$ cat src/verilog/scd_pkg.sv
package scd_pkg;

   // initialization sequence length in system clocks
   localparam int          INIT_CYCLES = 1024;
   localparam int          INIT_W      = $clog2(INIT_CYCLES);
   localparam logic [9:0]  INIT_LAST   = 10'(INIT_CYCLES - 1);

   // period counter for ratio detection, saturating
   localparam int          PER_W       = 11;
   localparam logic [10:0] PER_MAX     = 11'h7FF;
   localparam logic [10:0] PER_TOL     = 11'h002;   // accepted jitter, clocks

   // mode control word and its default value
   localparam int          MODE_W       = 16;
   localparam logic [15:0] MODE_DEFAULT = 16'h0000;

   // detected clock ratio codes
   typedef enum logic [2:0] {
      RATIO_128 = 3'b000,
      RATIO_192 = 3'b001,
      RATIO_256 = 3'b010,
      RATIO_384 = 3'b011,
      RATIO_512 = 3'b100,
      RATIO_768 = 3'b101,
      RATIO_BAD = 3'b111
   } scd_ratio_t;

   // sequencer states
   typedef enum logic [1:0] {
      ST_HOLD = 2'b00,
      ST_INIT = 2'b01,
      ST_RUN  = 2'b10
   } scd_state_t;

endpackage : scd_pkg

$ cat src/verilog/scd_sysclk_reset.sv
`timescale 1ns/100ps

module scd_sysclk_reset (
   input  wire logic                       core_clk,
   input  wire logic                       resetn,
   input  wire logic                       ext_rst_n_pin,
   input  wire logic                       lrck_pin,
   output logic                            ready,
   output logic                            init_busy,
   output logic                            mode_load,
   output logic [scd_pkg::MODE_W-1:0]      mode_q,
   output scd_pkg::scd_ratio_t             ratio_code,
   output logic                            ratio_valid
);
   import scd_pkg::*;

   logic [1:0]        rst_sync_q;
   logic [1:0]        lrck_sync_q;
   logic              lrck_prev_q;
   logic              ext_rst_s;
   logic              lrck_s;
   logic              lrck_rise;
   scd_state_t        state_q;
   logic [INIT_W-1:0] init_cnt_q;
   logic [PER_W-1:0]  per_cnt_q;
   logic              per_seen_q;
   scd_ratio_t        ratio_d;

   // nearest documented ratio within tolerance, else bad
   function automatic scd_ratio_t classify(input logic [10:0] n);
      scd_ratio_t r;
      r = RATIO_BAD;
      if (n >= 11'h080 - PER_TOL && n <= 11'h080 + PER_TOL) r = RATIO_128;
      if (n >= 11'h0C0 - PER_TOL && n <= 11'h0C0 + PER_TOL) r = RATIO_192;
      if (n >= 11'h100 - PER_TOL && n <= 11'h100 + PER_TOL) r = RATIO_256;
      if (n >= 11'h180 - PER_TOL && n <= 11'h180 + PER_TOL) r = RATIO_384;
      if (n >= 11'h200 - PER_TOL && n <= 11'h200 + PER_TOL) r = RATIO_512;
      if (n >= 11'h300 - PER_TOL && n <= 11'h300 + PER_TOL) r = RATIO_768;
      return r;
   endfunction : classify

   // pin synchronisers, system clock domain only
   always_ff @(posedge core_clk or negedge resetn) begin
      if (!resetn) begin
         rst_sync_q  <= 2'b00;
         lrck_sync_q <= 2'b00;
         lrck_prev_q <= 1'b0;
      end else begin
         rst_sync_q  <= {rst_sync_q[0], ext_rst_n_pin};
         lrck_sync_q <= {lrck_sync_q[0], lrck_pin};
         lrck_prev_q <= lrck_sync_q[1];
      end
   end

   assign ext_rst_s = rst_sync_q[1];
   assign lrck_s    = lrck_sync_q[1];
   assign lrck_rise = lrck_s && !lrck_prev_q;

   // sequencer: hold, initialize, run
   always_ff @(posedge core_clk or negedge resetn) begin
      if (!resetn) begin
         state_q    <= ST_HOLD;
         init_cnt_q <= '0;
      end else if (!ext_rst_s) begin
         state_q    <= ST_HOLD;
         init_cnt_q <= '0;
      end else begin
         case (state_q)
            ST_HOLD: begin
               state_q    <= ST_INIT;
               init_cnt_q <= '0;
            end
            ST_INIT: begin
               if (init_cnt_q == INIT_LAST) begin
                  state_q <= ST_RUN;
               end
               init_cnt_q <= init_cnt_q + INIT_W'(1);
            end
            ST_RUN: begin
               state_q <= ST_RUN;
            end
            default: begin
               state_q    <= ST_HOLD;
               init_cnt_q <= '0;
            end
         endcase
      end
   end

   // status outputs from flops
   always_ff @(posedge core_clk or negedge resetn) begin
      if (!resetn) begin
         ready     <= 1'b0;
         init_busy <= 1'b0;
         mode_load <= 1'b0;
      end else begin
         ready     <= ext_rst_s && ((state_q == ST_RUN) ||
                      (state_q == ST_INIT && init_cnt_q == INIT_LAST));
         init_busy <= ext_rst_s && (state_q == ST_HOLD ||
                      (state_q == ST_INIT && init_cnt_q != INIT_LAST));
         mode_load <= ext_rst_s && state_q == ST_INIT && init_cnt_q == INIT_LAST;
      end
   end

   // mode control word, defaults loaded at end of initialization
   always_ff @(posedge core_clk or negedge resetn) begin
      if (!resetn) begin
         mode_q <= MODE_DEFAULT;
      end else if (!ext_rst_s) begin
         mode_q <= MODE_DEFAULT;
      end else if (state_q == ST_INIT && init_cnt_q == INIT_LAST) begin
         mode_q <= MODE_DEFAULT;
      end
   end

   // clocks per sample period, measured between word clock rises
   always_ff @(posedge core_clk or negedge resetn) begin
      if (!resetn) begin
         per_cnt_q  <= '0;
         per_seen_q <= 1'b0;
      end else if (lrck_rise) begin
         per_cnt_q  <= 11'h001;
         per_seen_q <= 1'b1;
      end else if (per_cnt_q != PER_MAX) begin
         per_cnt_q  <= per_cnt_q + PER_W'(1);
      end
   end

   assign ratio_d = classify(per_cnt_q);

   // latch ratio at each period end, no configuration needed
   always_ff @(posedge core_clk or negedge resetn) begin
      if (!resetn) begin
         ratio_code  <= RATIO_BAD;
         ratio_valid <= 1'b0;
      end else if (lrck_rise && per_seen_q) begin
         ratio_code  <= ratio_d;
         ratio_valid <= (ratio_d != RATIO_BAD);
      end else if (per_cnt_q == PER_MAX) begin
         ratio_code  <= RATIO_BAD;              // word clock stopped
         ratio_valid <= 1'b0;
      end
   end
endmodule : scd_sysclk_reset

$ cat config.mk
export PLATFORM = sky130hd
export DESIGN_NAME = scd_sysclk_reset
export DESIGN_NICKNAME = d
export VERILOG_FILES = /design/src/verilog/scd_pkg.sv /design/src/verilog/scd_sysclk_reset.sv
export SDC_FILE = /design/constraint.sdc
export NUM_CORES = 1
export LEC_CHECK = 0
export CORE_MARGIN = 5
export CORE_UTILIZATION = 34
export DETAILED_ROUTE_END_ITERATION = 7
export DONT_BUFFER_PORTS = 1
export GPL_ROUTABILITY_DRIVEN = 0
export SLEW_MARGIN = 25
export SYNTH_ARGS = -nofsm -noshare
export SYNTH_HDL_FRONTEND = slang
export SYNTH_SLANG_ARGS = --single-unit
$ cat constraint.sdc
create_clock -name core_clk -period 4.8 [get_ports core_clk]
set_input_delay 0.24 -clock core_clk [delete_from_list [all_inputs] [get_ports core_clk]]
set_output_delay 0.24 -clock core_clk [all_outputs]
set_load 0.02 [all_outputs]
==> results of run 1 <==
[critical path, delay by kind of cell (launching register included)]
| kind | cells | cell delay (ns) |
|---|---|---|
| flops | 1 | 0.53 |
| simple gates | 5 | 1.06 |
| fa+ha+maj | 1 | 0.26 |
| xor+xnor | 1 | 0.14 |
[registers in the layout (all words and copies together), names as in the netlist, 2 cells and up]
register / flops
lrck_sync_q: 2
init_cnt_q: 10
state_q: 2
per_cnt_q: 11
ratio_code: 3
rst_sync_q: 2
[per-stage QoR]
stage | hold WS, ns | setup slack (ns) | instances | utilization
after floorplan | -0.0556 | 3.00 | 226 | -
after global placement | -0.0541 | 2.74 | 275 | 0.353
after detailed placement | -0.0542 | 2.67 | 275 | 0.353
after CTS | 0.353 | 2.66 | 287 | 0.381
after global routing | 0.361 | 2.48 | 287 | 0.381
final | 0.350 | 2.67 | 287 | 0.381
[power groups by stage]
stage	clock network [µW]	registers, µW	logic [µW]
floorplan	0	390	155
global placement	0	399	169
detailed placement	0	400	171
CTS	272	395	182
global route	285	400	209
finish	262	394	180
[cells in the mapped netlist, drive strengths merged (2+ instances only)]
library cell	instances	area share
a2111oi	2	0.012
a21boi	2	0.0076
and2	2	0.0064
a21oi	5	0.018
nor2	29	0.055
nor3	13	0.038
xnor2	6	0.027
o21ai	14	0.036
nand3	9	0.023
buf	18	0.066
inv	7	0.013
nand4	3	0.013
clkbuf	5	0.0095
nor2b	2	0.0064
or3	3	0.0095
nand2b	5	0.016
dfstp	3	0.040
ha	6	0.038
xor2	7	0.031
nand2	23	0.045
a31oi	3	0.0095
dfrtp	33	0.42
[worst min-delay path by stage]
stage	cells after the start	slack [ns]	from	end
floorplan	0	-0.06	resetn	init_busy
detailed placement	0	-0.05	resetn	per_cnt_q[10]
CTS	0	0.35	lrck_sync_q[0]	lrck_sync_q[1]
finish	0	0.35	lrck_sync_q[0]	lrck_sync_q[1]
global placement	0	-0.05	resetn	per_cnt_q[7]
global route	0	0.36	lrck_sync_q[0]	lrck_sync_q[1]
[layer usage]
layer / GRT usage / up-vias / part of all wire
met1: 0.127 / 618 / 0.46
li1: - / 688 / -
met3: 0.0346 / 7 / 0.063
met5: 0 / - / 0
met4: 0.0432 / 0 / 0.019
met2: 0.146 / 39 / 0.45
[area by class of cell]
class,count,area [µm²]
fillers,561,3450
multi-input cells,160,946
flip-flops and latches,36,905
well taps,72,90.1
clock buffers,6,72.6
repair buffers,4,50.0
clock inverters,2,35.0
inverters,7,26.3
[cells by family (layout without fill, tap and decap cells)]
| family | count (synthesis) | count (layout) | synth area share |
|---|---|---|---|
| compound gates | 34 | 34 | 0.133 |
| xor+xnor | 13 | 13 | 0.0578 |
| simple gates | 91 | 91 | 0.221 |
| buf+inv | 30 | 19 | 0.0890 |
| flops | 36 | 36 | 0.459 |
| fa+ha+maj | 6 | 6 | 0.0381 |
| other cells | 1 | 16 | 0.00190 |
[what timing repair did]
| action | CTS | global route |
|---|---|---|
| hold buffers | 4 | 0 |
| endpoints found under the setup margin | 0 | 0 |
| hold endpoints to repair | 38 | 0 |
==> impl_metrics.ini, run 1 <==
[status]
outcome = complete, no violations

[route]
wl_per_cell_um = 11.8
drt_wl_total_um = 3390
ant_nets = 0
drt_iter0_drc = 61
drc_errors = 0
first_pass_iters = 4
vias = 1352
via_per_inst = 4.71

[yosys]
synth-main-ff-cell = dfrtp_1
synthArstFlopShare = 1.00
synth_cell_types = 40
synth_edf_count = 0
synth_seq_cells = 36
synth_area_mm2 = 0.00197
seq_area_frac_synth = 0.459
syn-instance-count = 211
synthesis.area_per_instance_um2 = 9.33
yosys_warnings = 0

[power]
sequentialPowerShare = 0.471
power.total_uw = 837
ir_drop_mv = 0.188
power_density_mw_per_mm2 = 394
power.share.clock = 0.313
p_int_uw = 562
leakage_uw = 0.000872
p_sw_uw = 274
power_frac_comb = 0.216
p_sw_frac = 0.328

[timing]
finalSetupTns_ns = 0
rsz0062_at_grt = false
fmax_mhz = 469
setup_violations = 0
max_slew_margin = 0.479
min_period_over_period = 0.444
drv_slew = 0
finalHoldViolations = 0
tightest_slew_ns = 0.780
skew_ns = 0.00273
post-route-min-period_ns = 2.13

[die]
ios = 27
die_x_um = 86.1
fp-row-count = 27
dieArea_mm2 = 0.00741
start_util = 0.353
core-area_mm2 = 0.00557
die_h_um = 86.1

[setup_path]
cp.arrival_ns = 2.28
critPathSlowestCell = dfrtp_1
path_class = register to register
required_ns = 4.95
r2r_start = per_cnt_q[1]
rrSetupSlack_ns = 2.67
end_kind = register
r2r_cells = 7
cp_cell_sequence = ha_1 > nand3_1 > nor3_2 > nand2b_1 > nor3_1 > xnor2_1 > nor2_1
startpoint = per_cnt_q[1]
r2r-end = per_cnt_q[7]
crit_path_max_fanout = 10
setup.worst_path.end = per_cnt_q[7]
max_stage_delay_ns = 0.53
cp-start-kind = register

[clock_network]
cts_setup_buffers = 0
clk_pin_slew_ns = 0.07
ctsRootBufferMaster = clkbuf_8
cts_buffers = 5
post_cts_resized = 0
clkSinkCount = 36
cts_htree_levels = 2
cts_tree = built
insertion_delay_ns = 0.29
clockBufferDepth = 2

[cells_and_area]
final_cell_area_mm2 = 0.00212
num-nets-final = 224
syn_to_final_growth_pct = 7.88
mostFrequentLayoutCells = 33 x dfrtp_1, 29 x nor2_1, 22 x nand2_1, 16 x conb_1
diodes = 0
layout_commonest_cell = dfrtp_1
drive_gt1_frac = 0.0977

[global_routing]
grt_usage = 0.0977
grt_pass1_vias = 1213
grt_pass1_wl_um = 5690
grt.overflow.total = 0
grt_max_degree = 37
antenna_found_initial = 0

[placement]
hpwl_um = 2370
placed_area_mm2 = 0.00197
portBuffers = 0

[flow_run]
max_cap_viol_count = 0

[min_path]
hold_class = register to register
Power figures use the tool's default switching activity.
==> run 2, diff against run 1 <==
- ABC_AREA: unset -> 1
- clock period: 4.8 -> 2 ns (I/O delays scaled with it)
==> impl_metrics.ini, run 2 <==
[yosys]
synthesis.area_per_instance_um2 = 7.58
synthArstFlopShare = 1.00
synth_top_area_cell = dfrtp_1
yosysMostFrequentCell = nand2_1
synth_area_mm2 = 0.00212
synthTopCellsByCount = 61 x nand2_1, 41 x nor2_1, 36 x inv_1
synthTopCellsByArea = dfrtp_1 39%, nand2_1 11%, nor2_1 7.3%
synth_cell_types = 31
synth-main-ff-cell = dfrtp_1
syn-instance-count = 279
synth_edf_count = 0
yosys_warnings = 0
synth_seq_cells = 36
seq_area_frac_synth = 0.428
synth_top_area_frac = 0.390

[setup_path]
path_buf_inv = 2
required_ns = 2.21
cp-start-kind = register
max_stage_delay_ns = 0.38
cp.arrival_ns = 1.92
crit_path_max_fanout = 5
critPathSlowestCell = dfrtp_1
cp_top_family = simple AND/OR/NAND/NOR gates
path_class = register to register
end_kind = register
cp_cell_sequence = inv_1 > ha_1 > nand2_1 > inv_1 > nor3_1 > nand2_1 > nor3_2 > o21ai_0 > a21oi_1

[cells_and_area]
largest_reg_flops = 11
num-nets-final = 300
mostFrequentLayoutCells = 61 x nand2_1, 41 x nor2_1, 36 x inv_1, 33 x dfrtp_1, 23 x nand3_1
diodes = 0
syn_to_final_growth_pct = 9.05
top_regs = per_cnt_q (11), init_cnt_q (10), ratio_code (3)
top_register = per_cnt_q
final_core_util = 0.385
layout_commonest_cell = nand2_1
drive_gt1_frac = 0.0962
finalNonFillerCells = 366

[status]
outcome = complete, no violations

[timing]
skew_ns = 0.0104
finalSetupTns_ns = 0
post-route-min-period_ns = 1.71
min_period_over_period = 0.855
setup_violations = 0
fin_ws_ns = 0.291
finalHoldViolations = 0
drv_slew = 0
rsz0062_at_grt = false
fmax_mhz = 585

[clock_network]
cts_setup_buffers = 0
clockBufferDepth = 2
cts_htree_levels = 2
clkSinkCount = 36
insertion_delay_ns = 0.29
clk_pin_slew_ns = 0.07
cts_buffers = 5
ctsRootBufferMaster = clkbuf_8
cts_tree = built

[route]
drt_wl_total_um = 4190
first_pass_iters = 4
ant_nets = 0
via_per_inst = 4.66
wl_per_cell_um = 11.4
vias = 1705
drt_iter0_drc = 94
drc_errors = 0

[die]
start_util = 0.353
die_h_um = 88.9
core-area_mm2 = 0.00599
die_x_um = 88.9
dieArea_mm2 = 0.00790
fp-row-count = 28
ios = 27

[power]
leakage_uw = 0.00121
power.total_uw = 2020
power_density_mw_per_mm2 = 874
ir_drop_mv = 0.487

[global_routing]
grt_usage = 0.120
grt_pass1_vias = 1650
grt.overflow.total = 0
grt_pass1_wl_um = 7330
grt_max_degree = 37
antenna_found_initial = 0

[placement]
dp.cells = 354
portBuffers = 0
dp_slack_ns = 0.294
hpwl_um = 3220

[flow_run]
max_cap_viol_count = 0

[min_path]
hold_class = input port to asynchronous set/reset pin
[run 2: cell types whose count changed in the layout (fill, tap and decap cells not counted), sizes merged, moves of 4 or more]
cell    change
nor3        -4
xnor2       -6
nand3      +16
xor2        -6
nand2      +43
inv        +31
a21oi       +6
nand2b      -5
nor2       +12
[run 2: through the flow]
step	instance area, µm²	hold WS (ns)
2_1_floorplan	2170	-0.196
3_3_place_gp	2150	-0.194
3_5_place_dp	2150	-0.194
4_1_cts	2310	0.276
5_1_grt	2310	0.286
6_report	2310	0.285
[run 2: power by group]
part           total [µW]  leakage [µW]  internal (µW)  switching (µW)
Sequential            931      0.000464            813             118
Clock                 621     0.0000552            370             251
Combinational         465      0.000694            159             306
[run 2: final cells by class]
class / instances / area (µm²)
clock buffers: 6 / 72.6
repair buffers: 7 / 72.6
clock inverters: 2 / 35.0
fillers: 632 / 3680
multi-input cells: 202 / 986
flip-flops and latches: 36 / 905
well taps: 75 / 93.8
inverters: 38 / 143
[run 2: worst paths after layout]
| kind | depth (start not counted) | endpoint | start | slack, ns |
|---|---|---|---|---|
| min in group core_clk | 0 | lrck_sync_q[1] | lrck_sync_q[0] | 0.36 |
| hold / removal | 2 | per_cnt_q[1] | resetn | 0.29 |
| max in group asynchronous | 2 | ratio_code[0] | resetn | 1.46 |
| setup / recovery | 9 | init_cnt_q[9] | state_q[0] | 0.29 |
| hold reg to reg | 0 | lrck_sync_q[1] | lrck_sync_q[0] | 0.36 |
| setup reg to reg | 9 | init_cnt_q[9] | state_q[0] | 0.29 |
[run 2: cell families (layout without fill, tap and decap cells)]
logic type / after synthesis / after routing / synth area share
AO/OA/AOI/OAI: 33 / 33 / 0.0893
XOR/XNOR: 1 / 1 / 0.00414
adder cells (fa/ha/maj): 6 / 6 / 0.0355
buffers and inverters: 56 / 53 / 0.133
flip-flops: 36 / 36 / 0.428
other: 1 / 16 / 0.00177
AND/OR/NAND/NOR: 146 / 146 / 0.309
[run 2: per-layer routing]
layer | routed length [µm] | track usage | up-vias | share of wire
met1 | 1980 | 0.151 | 789 | 0.47
met5 | 0 | 0 | - | 0
met3 | 196 | 0.0354 | 7 | 0.047
met4 | 61 | 0.0412 | 0 | 0.015
met2 | 1950 | 0.195 | 31 | 0.47
li1 | - | - | 878 | -
[run 2: repair_timing]
item / CTS / global route
hold endpoints to repair: 38 / 0
resized for setup: 0 / 0
hold buffers: 4 / 0
==> run 3, diff against run 2 <==
--- a/config.mk
+++ b/config.mk
@@ -13,2 +13,3 @@
 export GPL_ROUTABILITY_DRIVEN = 0
+export RECOVER_POWER = 100
 export SLEW_MARGIN = 25
--- a/constraint.sdc
+++ b/constraint.sdc
@@ -3,2 +3,2 @@
 set_output_delay 0.1 -clock core_clk [all_outputs]
-set_load 0.02 [all_outputs]
+set_load 0.01 [all_outputs]
==> impl_metrics.ini, run 3 (synthesis gave the netlist of run 2 again) <==
[placement]
dp_slack_ns = 0.298
hpwl_um = 3150
portBuffers = 0

[setup_path]
end_kind = register
crit_cells = 7
startpoint = per_cnt_q[1]
cp-start-kind = register
crit_path_max_fanout = 7
r2r_cells = 7
required_ns = 2.21
r2r_start = per_cnt_q[1]
cp_top_family = simple AND/OR/NAND/NOR gates
cp.arrival_ns = 1.97
max_stage_delay_ns = 0.44
rrSetupSlack_ns = 0.25
path_buf_inv = 0
critPathSlowestCell = dfrtp_1
path_class = register to register
r2r-end = per_cnt_q[4]
cp_cell_sequence = ha_1 > nand4_1 > nor3_2 > nand2_4 > nand3_1 > nand2_2 > a21boi_1

[timing]
min_period_over_period = 0.877
rsz0062_at_grt = false
tightest_slew_ns = 0.871
setup_violations = 0
fin_ws_ns = 0.245
max_slew_margin = 0.419
finalHoldViolations = 0
finalSetupTns_ns = 0
skew_ns = 0.00590
fmax_mhz = 570
drv_slew = 0
post-route-min-period_ns = 1.75

[global_routing]
grt_pass1_wl_um = 7220
grt_pass1_vias = 1631
grt_max_degree = 37
antenna_found_initial = 0
grt_usage = 0.118
grt.overflow.total = 0

[clock_network]
insertion_delay_ns = 0.29
clk_pin_slew_ns = 0.08
cts_htree_levels = 2
clkSinkCount = 36
post_cts_resized = 0
ctsRootBufferMaster = clkbuf_8
clockBufferDepth = 2
cts_buffers = 5
cts_tree = built

[die]
start_util = 0.353
die_h_um = 88.9
dieArea_mm2 = 0.00790
ios = 27
fp-row-count = 28
die_x_um = 88.9
core-area_mm2 = 0.00599

[flow_run]
max_cap_viol_count = 0

[power]
ir_drop_mv = 0.400
power_density_mw_per_mm2 = 881
power.total_uw = 2000
leakage_uw = 0.00118

[route]
wl_per_cell_um = 11.2
drt_wl_total_um = 4120
first_pass_iters = 4
vias = 1679
ant_nets = 0
drt_iter0_drc = 92
via_per_inst = 4.59
drc_errors = 0

[cells_and_area]
largest_reg_flops = 11
final_core_util = 0.379
mostFrequentLayoutCells = 63 x nand2_1, 41 x nor2_1, 37 x inv_1, 33 x dfrtp_1, 24 x nand3_1
num-nets-final = 300
diodes = 0
top_register = per_cnt_q
drive_gt1_frac = 0.0653
layout_commonest_cell = nand2_1
top_regs = per_cnt_q (11), init_cnt_q (10), ratio_code (3)
syn_to_final_growth_pct = 7.27

[min_path]
hold_class = register to register
hold_start = rst_sync_q[0]
worstHoldPathCells = 0
min_to = rst_sync_q[1]

[status]
outcome = complete, no violations
[run 3: what timing repair did]
| item | 4_1_cts | 5_1_grt |
|---|---|---|
| buffers inserted | 0 | 0 |
| hold buffers | 4 | 0 |
| endpoints found under the hold margin | 38 | 0 |
| setup endpoints to repair | 0 | 0 |
[run 3: how the worst max path moves through the flow]
| stage | endpoint | slack [ns] |
|---|---|---|
| finish | per_cnt_q[4] | 0.25 |
| global route | per_cnt_q[4] | 0.05 |
| CTS | init_cnt_q[9] | 0.29 |
| detailed placement | init_cnt_q[9] | 0.30 |
| global placement | init_cnt_q[9] | 0.36 |
| floorplan | init_cnt_q[9] | 0.46 |
[run 3: final cells by class]
class / instances / area [µm²]
tap: 75 / 93.8
timing repair buffer: 7 / 53.8
clock inverter: 3 / 46.3
sequential: 36 / 905
multi-input combinational: 202 / 960
clock buffer: 5 / 68.8
inverter: 38 / 143
fill: 609 / 3720
[run 3: per-stage QoR]
step           area, µm²  hold slack [ns]  instances
2_1_floorplan       2170           -0.196        294
3_3_place_gp        2150           -0.194        354
3_5_place_dp        2150           -0.194        354
4_1_cts             2310            0.258        366
5_1_grt             2270            0.356        366
6_report            2270            0.357        366
[run 3: metal layers]
metal	up-vias	part of all wire	global-route usage
li1	878	-	-
met5	-	0	0
met2	33	0.47	0.188
met1	760	0.46	0.152
met3	8	0.051	0.0261
met4	0	0.022	0.0563
[run 3: power breakdown]
part	internal (µW)	leakage [µW]	switching, µW	total (µW)
logic	144	0.000662	283	427
clock network	375	0.0000548	282	657
registers	812	0.000460	104	916
